[src/flash_status_pkg.sv]
// Constants and types shared by the status flag logic.
package flash_status_pkg;
    // ------------------------------------------------------------
    // Status byte layout
    // ------------------------------------------------------------
    localparam int BIT_IDLE = 7;
    localparam int BIT_ERASE_SUSP = 6;
    localparam int BIT_ERASE_FAIL = 5;
    localparam int BIT_PROG_FAIL = 4;
    localparam int BIT_SUPPLY_ERR = 3;
    localparam int BIT_PROG_SUSP = 2;
    localparam int BIT_PROTECT_ERR = 1;
    localparam int BIT_RESERVED = 0;
    localparam logic [7:0] STATUS_RESET = 8'h80;
    localparam logic [7:0] BUSY_OE_MASK = 8'h80;
    localparam logic [7:0] FULL_OE_MASK = 8'hff;
    localparam logic [7:0] NO_OE_MASK = 8'h00;
    localparam logic PIN_INACTIVE = 1'b1;

    // ------------------------------------------------------------
    // Operation kinds and states
    // ------------------------------------------------------------
    typedef enum logic [2:0] {
        OP_WORD_PROGRAM = 3'b000,
        OP_BUFFER_PROGRAM = 3'b001,
        OP_ERASE = 3'b010,
        OP_PROTECT = 3'b011,
        OP_UNPROTECT = 3'b100
    } opkind_t;
    typedef enum logic [1:0] {
        RUN_IDLE = 2'b00,
        RUN_SUSP_WAIT = 2'b01
    } runstate_t;
    typedef enum logic {
        MODE_ARRAY = 1'b0,
        MODE_STATUS = 1'b1
    } readmode_t;
endpackage

[src/flag_if.sv]
// Events into the status flag register and the status byte out of it.
`timescale 1ns/1ns
interface flag_if;
    import flash_status_pkg::*;
    logic opStart;
    opkind_t opKind;
    logic ctrlActive;
    logic ctrlPaused;
    logic cmdSuspend;
    logic cmdResume;
    logic cmdClear;
    logic opFail;
    logic failVpp;
    logic failProtected;
    logic failSequence;
    logic [7:0] statusByte;
    modport owner(output opStart, opKind, ctrlActive, ctrlPaused, cmdSuspend, cmdResume, cmdClear,
        opFail, failVpp, failProtected, failSequence, input statusByte);
    modport flags(input opStart, opKind, ctrlActive, ctrlPaused, cmdSuspend, cmdResume, cmdClear,
        opFail, failVpp, failProtected, failSequence, output statusByte);
endinterface

[src/status_flags.sv]
// Suspend tracking and sticky error flags of the status byte.
`timescale 1ns/1ns
module status_flags (
    input wire logic mclk,
    input wire logic rst,
    flag_if.flags fl
);
    import flash_status_pkg::*;
    runstate_t runState_reg, runState_next;
    logic curErase_reg, curErase_next;
    logic [7:0] flags_reg, flags_next;
    logic eraseKind;
    logic [7:0] setBits;

    always_comb begin
        eraseKind = (fl.opKind == OP_ERASE) || (fl.opKind == OP_UNPROTECT);
        runState_next = runState_reg;
        curErase_next = curErase_reg;
        setBits = 8'h00;
        if (fl.opStart) begin
            curErase_next = eraseKind;
        end
        unique case (runState_reg)
            RUN_IDLE: begin
                if (fl.cmdSuspend && fl.ctrlActive) begin
                    runState_next = RUN_SUSP_WAIT;
                end
            end
            RUN_SUSP_WAIT: begin
                if (fl.ctrlPaused) begin
                    runState_next = RUN_IDLE;
                    setBits[curErase_reg ? BIT_ERASE_SUSP : BIT_PROG_SUSP] = 1'b1;
                end else if (!fl.ctrlActive) begin
                    // Finishing instead of pausing sets neither suspend flag.
                    runState_next = RUN_IDLE;
                end
            end
            default: runState_next = RUN_IDLE;
        endcase
        if (fl.cmdResume) begin
            curErase_next = !flags_reg[BIT_PROG_SUSP];
        end
        if (fl.opFail) begin
            if (eraseKind) begin
                setBits[BIT_ERASE_FAIL] = 1'b1;
                setBits[BIT_SUPPLY_ERR] = fl.failVpp;
                setBits[BIT_PROTECT_ERR] = fl.failProtected;
                setBits[BIT_PROG_FAIL] = fl.failSequence;
            end else begin
                setBits[BIT_PROG_FAIL] = 1'b1;
                // The supply check is not made for buffered programming.
                setBits[BIT_SUPPLY_ERR] = fl.failVpp && (fl.opKind != OP_BUFFER_PROGRAM);
                setBits[BIT_PROTECT_ERR] = fl.failProtected;
                setBits[BIT_ERASE_FAIL] = fl.failSequence;
            end
        end
        flags_next = flags_reg;
        if (fl.cmdClear) begin
            flags_next[BIT_ERASE_FAIL] = 1'b0;
            flags_next[BIT_PROG_FAIL] = 1'b0;
            flags_next[BIT_SUPPLY_ERR] = 1'b0;
            flags_next[BIT_PROTECT_ERR] = 1'b0;
        end
        if (fl.cmdResume) begin
            // A suspended program is resumed first, then a suspended erase.
            if (flags_reg[BIT_PROG_SUSP]) begin
                flags_next[BIT_PROG_SUSP] = 1'b0;
            end else begin
                flags_next[BIT_ERASE_SUSP] = 1'b0;
            end
        end
        flags_next = flags_next | setBits;
    end

    always_ff @(posedge mclk or posedge rst) begin
        if (rst) begin
            runState_reg <= RUN_IDLE;
            curErase_reg <= 1'b0;
            flags_reg <= 8'h00;
        end else begin
            runState_reg <= runState_next;
            curErase_reg <= curErase_next;
            flags_reg <= flags_next;
        end
    end

    always_comb begin
        fl.statusByte = flags_reg;
        fl.statusByte[BIT_IDLE] = !(fl.ctrlActive || runState_reg == RUN_SUSP_WAIT);
        fl.statusByte[BIT_RESERVED] = 1'b0;
    end
endmodule // status_flags

[src/flash_op_status_flags.sv]
// Status register read path of the flash: pin sync, read mode and output drive.
//
// How it works
// - Status flags drive the low data byte during a status read.
// - Program, erase, protect, unprotect and resume switch reads to status, any address.
// - Status reads are asynchronous; array mode restores the stored burst setting.
// - Output contents refresh on output enable toggle or chip enable re-selection.
// - Error bits 5, 4, 3, 1 stay set until clear command or reset.
// - Bit 7 low while controller active, other bits undriven; high when idle.
// - After suspend, bit 7 stays low until the controller really pauses.
// - Bit 6 high only when an erase is suspended awaiting resume.
// - Resume returns the erase suspended flag low.
// - Bit 5 alone: erase or unprotect failed verify after maximum pulses.
// - Erase failure adds bit 3 supply low, bit 1 protected, bit 4 sequence.
// - Bit 4 set on program or block protect failure.
// - Program failure adds bit 3 supply low, bit 1 protected, bit 5 sequence.
// - Bit 3 flags a supply-low attempt; ignored for buffered programming.
// - Bit 2 high only when a program is suspended awaiting resume.
// - Resume returns the program suspended flag low.
// - Bit 1 flags a protected-block attempt together with the failure bit.
`timescale 1ns/1ns
module flash_op_status_flags (
    input wire logic mclk,
    input wire logic rst,
    input wire logic chipEnableN,
    input wire logic outputEnableN,
    input wire logic opStart,
    input wire flash_status_pkg::opkind_t opKind,
    input wire logic ctrlActive,
    input wire logic ctrlPaused,
    input wire logic cmdSuspend,
    input wire logic cmdResume,
    input wire logic cmdClearStatus,
    input wire logic cmdReadStatus,
    input wire logic cmdReadArray,
    input wire logic opFail,
    input wire logic failVpp,
    input wire logic failProtected,
    input wire logic failSequence,
    input wire logic [7:0] arrayReadData,
    input wire logic burstConfigStored,
    output logic [7:0] dataLinesLowByte,
    output logic [7:0] dataLinesLowByteOe,
    output logic burstReadEnable
);
    import flash_status_pkg::*;

    // ------------------------------------------------------------
    // Flag register
    // ------------------------------------------------------------
    flag_if fl ();

    assign fl.opStart = opStart;
    assign fl.opKind = opKind;
    assign fl.ctrlActive = ctrlActive;
    assign fl.ctrlPaused = ctrlPaused;
    assign fl.cmdSuspend = cmdSuspend;
    assign fl.cmdResume = cmdResume;
    assign fl.cmdClear = cmdClearStatus;
    assign fl.opFail = opFail;
    assign fl.failVpp = failVpp;
    assign fl.failProtected = failProtected;
    assign fl.failSequence = failSequence;

    status_flags flagsInst (
        .mclk(mclk),
        .rst(rst),
        .fl(fl.flags)
    );

    logic [7:0] statusByte;

    assign statusByte = fl.statusByte;

    // ------------------------------------------------------------
    // Pin synchronisers
    // ------------------------------------------------------------
    // The bus strobes are asynchronous to mclk, so each passes two
    // flip-flops before any decode looks at it.
    logic ceSync1_reg, ceSync1_next;
    logic ceSync2_reg, ceSync2_next;
    logic oeSync1_reg, oeSync1_next;
    logic oeSync2_reg, oeSync2_next;

    always_comb begin
        ceSync1_next = chipEnableN;
        ceSync2_next = ceSync1_reg;
        oeSync1_next = outputEnableN;
        oeSync2_next = oeSync1_reg;
    end

    always_ff @(posedge mclk or posedge rst) begin
        if (rst) begin
            ceSync1_reg <= PIN_INACTIVE;
            ceSync2_reg <= PIN_INACTIVE;
            oeSync1_reg <= PIN_INACTIVE;
            oeSync2_reg <= PIN_INACTIVE;
        end else begin
            ceSync1_reg <= ceSync1_next;
            ceSync2_reg <= ceSync2_next;
            oeSync1_reg <= oeSync1_next;
            oeSync2_reg <= oeSync2_next;
        end
    end

    // ------------------------------------------------------------
    // Read mode
    // ------------------------------------------------------------
    readmode_t readMode_reg, readMode_next;
    logic burstEn_reg, burstEn_next;

    always_comb begin
        readMode_next = readMode_reg;
        if (cmdReadArray) begin
            readMode_next = MODE_ARRAY;
        end
        if (cmdReadStatus || opStart || cmdResume) begin
            readMode_next = MODE_STATUS;
        end
        // Burst reads are only allowed in array mode; the stored setting
        // comes back by itself once array mode is entered again.
        burstEn_next = (readMode_next == MODE_ARRAY) && burstConfigStored;
    end

    always_ff @(posedge mclk or posedge rst) begin
        if (rst) begin
            readMode_reg <= MODE_ARRAY;
            burstEn_reg <= 1'b0;
        end else begin
            readMode_reg <= readMode_next;
            burstEn_reg <= burstEn_next;
        end
    end

    assign burstReadEnable = burstEn_reg;

    // ------------------------------------------------------------
    // Output drive
    // ------------------------------------------------------------
    // The status byte is sampled once at the start of each read and then
    // held, so a slow host sees a stable value; it only sees new progress
    // after toggling output enable or re-selecting the chip.
    logic readActive;
    logic readActivePrev_reg, readActivePrev_next;
    logic readIsStatus_reg, readIsStatus_next;
    logic [7:0] dataOut_reg, dataOut_next;
    logic [7:0] dataOe_reg, dataOe_next;
    logic readStart;

    assign readActive = !ceSync2_reg && !oeSync2_reg;
    assign readStart = readActive && !readActivePrev_reg;

    always_comb begin
        readActivePrev_next = readActive;
        readIsStatus_next = readIsStatus_reg;
        dataOut_next = dataOut_reg;
        dataOe_next = NO_OE_MASK;
        if (readStart) begin
            readIsStatus_next = (readMode_reg == MODE_STATUS);
            // Status is decoded from any address, so no address is looked at.
            dataOut_next = (readMode_reg == MODE_STATUS) ? statusByte : arrayReadData;
        end else if (readActive && !readIsStatus_reg) begin
            dataOut_next = arrayReadData;
        end
        if (readActive) begin
            if (readIsStatus_next && !dataOut_next[BIT_IDLE]) begin
                dataOe_next = BUSY_OE_MASK;
            end else begin
                dataOe_next = FULL_OE_MASK;
            end
        end
    end

    always_ff @(posedge mclk or posedge rst) begin
        if (rst) begin
            readActivePrev_reg <= 1'b0;
            readIsStatus_reg <= 1'b0;
            dataOut_reg <= STATUS_RESET;
            dataOe_reg <= NO_OE_MASK;
        end else begin
            readActivePrev_reg <= readActivePrev_next;
            readIsStatus_reg <= readIsStatus_next;
            dataOut_reg <= dataOut_next;
            dataOe_reg <= dataOe_next;
        end
    end

    assign dataLinesLowByte = dataOut_reg;
    assign dataLinesLowByteOe = dataOe_reg;
endmodule // flash_op_status_flags

[config.mk]
export PLATFORM = sky130hd
export DESIGN_NAME = flash_op_status_flags
export DESIGN_NICKNAME = d
export VERILOG_FILES = /design/src/flash_status_pkg.sv /design/src/flag_if.sv /design/src/status_flags.sv /design/src/flash_op_status_flags.sv
export SDC_FILE = /design/constraint.sdc
export NUM_CORES = 1
export LEC_CHECK = 0
export ABC_AREA = 1
export BUFFER_PORTS_ARGS = -buffer_cell sky130_fd_sc_hd__buf_2
export CAP_MARGIN = 20
export CORE_ASPECT_RATIO = 1.4
export CORE_MARGIN = 8
export CORE_UTILIZATION = 42
export DETAILED_ROUTE_END_ITERATION = 8
export GPL_TIMING_DRIVEN = 0
export PLACE_DENSITY = 0.81
export SYNTH_ARGS = -nofsm -noshare
export SYNTH_HDL_FRONTEND = slang
export SYNTH_HIERARCHICAL = 1
export SYNTH_SLANG_ARGS = --single-unit
[constraint.sdc]
create_clock -name mclk -period 1.25 [get_ports mclk]
set_input_delay 0.125 -clock mclk [delete_from_list [all_inputs] [get_ports mclk]]
set_output_delay 0.125 -clock mclk [all_outputs]
set_load 0.01 [all_outputs]
* Word-level counts from Yosys, hierarchy flattened
Index checks and enable logic that the tools add are counted.
** Word-level totals
- Flip-flop bits (word level) :: 35
- Logic and storage cells :: 74
** Operators by class
- $lt $le $gt $ge :: 2
- Eq/ne operators :: 6
- Muxes and demuxes :: 27
- Bitwise logic cells :: 2
- Reduce and logical (&&, ||, !) cells :: 23
** Operator list (count)
- two-way mux 8 bit :: 6
- >= comparator 32 x 1 -> 1 bit (second input constant) :: 1
- less-than comparator 32 x 5 -> 1 bit (second input constant) :: 1
- two-way mux 3 bit :: 4
- two-way mux 1 bit :: 11
- logical AND 1 bit :: 8
- OR 8 bit :: 1
- logical NOT 1 bit :: 7
- two-way mux 7 bit :: 1
- two-way mux 2 bit :: 3
- logical OR 1 bit :: 4
- case mux 2 bit (2 select lines) :: 1
- nonzero test 2 bit :: 2
- demux 1 bit (select 3 bit) :: 1
- == test 3 x 2 -> 1 bit (second input constant) :: 1
- == test 3 bit (second input constant) :: 1
- != test 3 x 1 -> 1 bit (second input constant) :: 1
- != test 3 bit (second input constant) :: 1
- == test 2 x 1 -> 1 bit (second input constant) :: 1
- logical NOT 2 bit :: 1
- != test 2 x 1 -> 1 bit (second input constant) :: 1
- AND reduction 2 bit :: 1
- NOT 1 bit :: 1

* Longest topological paths before layout
- Word-level depth :: 9
- Mapped depth :: 7
- Gate-level depth less buffers :: 7

* By module
The synthesis kept the hierarchy.
** Modules (own cells, without submodules)
- flash_op_status_flags :: times used 1, cells each 93, area an instance 820.8 µm², seq. area each 431.7 µm²
- status_flags :: times used 1, cells each 50, area an instance 386.6 µm², seq. area each 200.2 µm²

* Worst setup path before layout
OpenSTA, ideal clock, no wires.
- Kind :: reg-to-reg
- Start :: register oeSync2_reg
- End :: register dataOe_reg[6], in the netlist dataLinesLowByteOe[6]
- Setup time :: 0.113 ns
- Data arrival time :: 0.986 ns
- Slack :: 0.151 ns
- Cell stages (with the launch flop) :: 8
- Path through :: dfstp_2 > nor2_4 > nand2_2 > nand2_1 > nand3_2 > nand3_1 > nand2_1 > inv_1
** On the way
- Longest elaborated chain between the ends :: 9
- Elaborated cells on any way between the ends :: 11
- Classes of those cells :: 5 x mux; 6 x reduce/logical
** RTL lines
- from (decl) :: line flash_op_status_flags.sv:83 : logic oeSync2_reg, oeSync2_next;
- from (signal assigned) :: line flash_op_status_flags.sv:102 : oeSync2_reg <= oeSync2_next;
- logical NOT 1 bit (*) :: line flash_op_status_flags.sv:150 : assign readActive = !ceSync2_reg && !oeSync2_reg;
- logical AND 1 bit (*) :: line flash_op_status_flags.sv:150
- logical AND 1 bit :: line flash_op_status_flags.sv:162 : end else if (readActive && !readIsStatus_reg) begin
- two-way mux 8 bit :: line flash_op_status_flags.sv:162
- two-way mux 8 bit :: line flash_op_status_flags.sv:158 : if (readStart) begin
- logical NOT 1 bit :: line flash_op_status_flags.sv:166 : if (readIsStatus_next && !dataOut_next[BIT_IDLE]) begin
- logical AND 1 bit :: line flash_op_status_flags.sv:166
- two-way mux 7 bit :: line flash_op_status_flags.sv:166
- two-way mux 8 bit (*) :: line flash_op_status_flags.sv:165 : if (readActive) begin
- to (signal assigned) :: line flash_op_status_flags.sv:184 : dataOe_reg <= dataOe_next;
- to (decl) :: line flash_op_status_flags.sv:147 : logic [7:0] dataOe_reg, dataOe_next;
Every way passes the cells marked *; elsewhere a longest branch is shown, timed or not. The select of a mux whose other input is x is not followed.
A chain may end at the register's enable or synchronous reset.

* Worst setup path after layout
- Start :: register ceSync2_reg
- End :: register dataOut_reg[0], in the netlist dataLinesLowByte[0]
** On the way
- Longest elaborated chain between the ends :: 4
- Elaborated cells on any way between the ends :: 6
- Classes of those cells :: 1 x mux; 5 x reduce/logical
** RTL lines
- from (decl) :: line flash_op_status_flags.sv:81 : logic ceSync2_reg, ceSync2_next;
- from (signal assigned) :: line flash_op_status_flags.sv:100 : ceSync2_reg <= ceSync2_next;
- logical NOT 1 bit (*) :: line flash_op_status_flags.sv:150
- logical AND 1 bit (*) :: line flash_op_status_flags.sv:150
- logical AND 1 bit, on equally long branches :: line flash_op_status_flags.sv:151, flash_op_status_flags.sv:162
- two-way mux 8 bit / nonzero test 2 bit (equally long branches)
- to (signal assigned) :: line flash_op_status_flags.sv:183 : dataOut_reg <= dataOut_next;
- to (decl) :: line flash_op_status_flags.sv:146 : logic [7:0] dataOut_reg, dataOut_next;
Every way passes the cells marked *; elsewhere a longest branch is shown, timed or not.

==> flow_summary_export.csv <==
group,metric,value,unit
hold_path,min_to,"burstReadEnable",
synthesis,syn_area,1210,um2
clocking,cts_tree,"yes",
final_layout,fillers,273,
synthesis,yosysMostFrequentCell,"nand2_1",
worst_setup_path,cp-end-kind,"register",
timing,grt_setup_unrepaired,"true",
worst_setup_path,path_max_fanout,10,
synthesis,async_flop_share,100,%
global_routing,grt_max_degree,18,
synthesis,synth_seq_cells,25,
synthesis,yosys.area.top_type_share,41.5,%
final_layout,drive_gt1_share,37.8,%
floorplanning,io-pin-count,45,
global_routing,grt_first_pass_wirelength,4440,um
timing,final_max_slew_viol_count,0,
synthesis,synth-edff-count,0,
hold_path,hold_class,"in -> reg",
timing,finalCriticalPeriod,1.21,ns
timing,worst_pin_slew,0.641,ns
worst_setup_path,r2r_end,"dataLinesLowByte[0]",
timing,final-hold-violation-count,0,
clocking,clock-sinks,25,
timing,maxSlewHeadroom,57.2,%
global_routing,grt.total_usage,11.8,%
clocking,cts_buffers,3,
worst_setup_path,r2r_setup_slack,0.04,ns
synthesis,syn_avg_cell_area,8.44,um2
worst_setup_path,cp-start-kind,"register",
clocking,cts_root_buf,"clkbuf_8",
placed_design,io_buffers,44,
timing,finalSetupTns,0,ns
worst_setup_path,cpPeakStageDelay,0.38,ns
synthesis,dominantRegCellSynth,"dfrtp_1",
floorplanning,rows,23,
worst_setup_path,worst-setup-path-type,"reg -> reg",
floorplanning,die_h,79.4,um
synthesis,postSynthCellCount,143,
final_layout,utilization,56.3,%
global_routing,use_met2,19.5,%
detailed_routing,drtIter0Drc,20,
detailed_routing,num_vias,1052,
synthesis,seq_area_frac_synth,52.3,%
synthesis,syn_nets,171,
floorplanning,core-area,2790,um2
global_routing,grt-busiest-layer,"met2",
timing,fmax,0.828,GHz
detailed_routing,routedWlPerCell,11.6,um
detailed_routing,drc,0,
clocking,clock_latency,0.27,ns
placed_design,gp_congestion,0.742,
timing,finalClockSkew,0.00246,ns
final_layout,seq_area,632,um2
global_routing,grt-ovfl-total,0,
power_and_ir_drop,peakVddDrop,0.868,mV
detailed_routing,firstDrtPassIters,4,
power_and_ir_drop,power-per-cell-area,1200,nW/um2
synthesis,yosysTopAreaCell,"dfrtp_1",
worst_setup_path,reg2reg_from,"ceSync2_reg",
worst_setup_path,cp_slowest_cell,"dfstp_2",
power_and_ir_drop,power.total,1.88,mW
placed_design,post-place-cells,224,
final_layout,area_delta_synth_final,30.3,%
synthesis,ys_top_cells_by_count,"35 x nand2_1, 23 x inv_1, 20 x dfrtp_1",
worst_setup_path,crit_required,1.41,ns
worst_setup_path,worstRegToRegCells,5,
clocking,htreeDepth,1,
final_layout,instances_no_fill,233,
final_layout,postLayoutCellArea,1570,um2
status,status,"finished clean",
hold_path,min_path_cells,3,
global_routing,use_met3,3.87,%
hold_path,worstHoldStart,"burstConfigStored",
worst_setup_path,path_cells,"nor2_4 > nand3_4 > buf_6 > nor2_1 > o21ai_2",
floorplanning,die_area,4870,um2
detailed_routing,routed_wl,2700,um
global_routing,grt_pass1_vias,1054,
worst_setup_path,arrival,1.37,ns
global_routing,antenna_found_initial,0,
placed_design,dpl.hpwl,2140,um
synthesis,synth_cell_types,21,
floorplanning,die_w,61.3,um
run,cap_violations,0,
final_layout,largest_reg_flops,8,
clocking,cts_max_path_buffers,2,
timing,whs,0.0690,ns
global_routing,met1_usage,13.0,%
power_and_ir_drop,leakagePower,0.928,nW
timing,setup_viol,0,
placed_design,place_area,1470,um2
placed_design,preCtsSetupSlack,0.0539,ns
detailed_routing,ant_nets,0,
detailed_routing,vias_per_cell,4.52,
timing,period_share,96.6,%
clocking,clk_pin_slew,0.08,ns
synthesis,yosys_warnings,6,
synthesis,synthTopCellsByArea,"dfrtp_1 41%, dfstp_2 11%, nand2_1 11%",
floorplanning,start_util,43.3,%
final_layout,multiInputGateArea,419,um2
final_layout,diodes,0,
timing,fin_ws,0.0427,ns
final_layout,nets,225,
==> cell type report <==
type                       instances  share of cell area [%]
tap                               37                    2.94
sequential                        25                    40.2
multi-input combinational         84                    26.7
inverter                          25                    5.97
buffer                             9                    4.53
clock buffer                       4                    2.86
timing repair buffer              49                    16.9
==> how the worst max path moves through the flow <==
stage | start | to | slack, ns | cells after the start
after global placement | oeSync2_reg | dataLinesLowByteOe[6] | 0.07 | 7
after floorplan | oeSync2_reg | dataLinesLowByteOe[6] | 0.15 | 7
after CTS | oeSync2_reg | dataLinesLowByte[0] | 0.04 | 5
after detailed placement | oeSync2_reg | dataLinesLowByte[0] | 0.05 | 6
after global routing | ceSync2_reg | dataLinesLowByte[1] | -0.03 | 6
final | ceSync2_reg | dataLinesLowByte[0] | 0.04 | 5
==> report_power, final <==
group | switching, mW | internal (mW)
Clock | 0.242 | 0.228
Combinational | 0.237 | 0.201
Sequential | 0.0573 | 0.916
Total | 0.536 | 1.35
==> critical path, delay by kind of cell (launching register included) <==
family / cells / cell delay, ns
AOI/OAI and AO/OA: 1 / 0.08
DFF: 1 / 0.38
and+or+nand+nor: 3 / 0.49
buffers and inverters: 1 / 0.16
==> kinds of logic after synthesis <==
group                  count (synthesis)  share of synthesized area [%]
flip-flops                            25                           52.3
other                                  1                          0.311
AO/OA/AOI/OAI                         13                           5.80
buffers and inverters                 34                           13.7
AND/OR/NAND/NOR                       70                           27.9
==> cells in the final DEF (no fill, tap or decap) <==
cell type      netlist  final
clkbuf_1             0      1
nand3_2              2      2
nand2_1             35     35
nand2_4              2      3
o21ai_0              4      4
nand2_2              2      1
nand4_1              2      2
a22o_1               1      1
clkbuf_8             0      3
buf_6                1      1
nor3_1               1      1
conb_1               1      1
o21ai_1              7      6
nand3_4              1      1
nor2_1              13     13
buf_2                0     44
nor2_4               1      1
o21ai_2              0      1
dlygate4sd3_1        0      3
buf_4                8     10
inv_2                2      2
nand3_1             11     11
a31oi_1              1      1
dfstp_2              5      5
dfrtp_1             20     20
inv_1               23     23
==> layer usage <==
layer | wire length (um) | vias up
li1 | - | 538
met1 | 1050 | 478
met2 | 1400 | 32
met3 | 216 | 4
met4 | 34 | 0
met5 | 0 | -
==> what timing repair did <==
item	4_1_cts	5_1_grt
setup endpoints to repair	0	8
hold endpoints to repair	22	0
resized for setup	0	2
hold buffers	3	0
buffers inserted	0	2
Power figures use the tool's default switching activity.
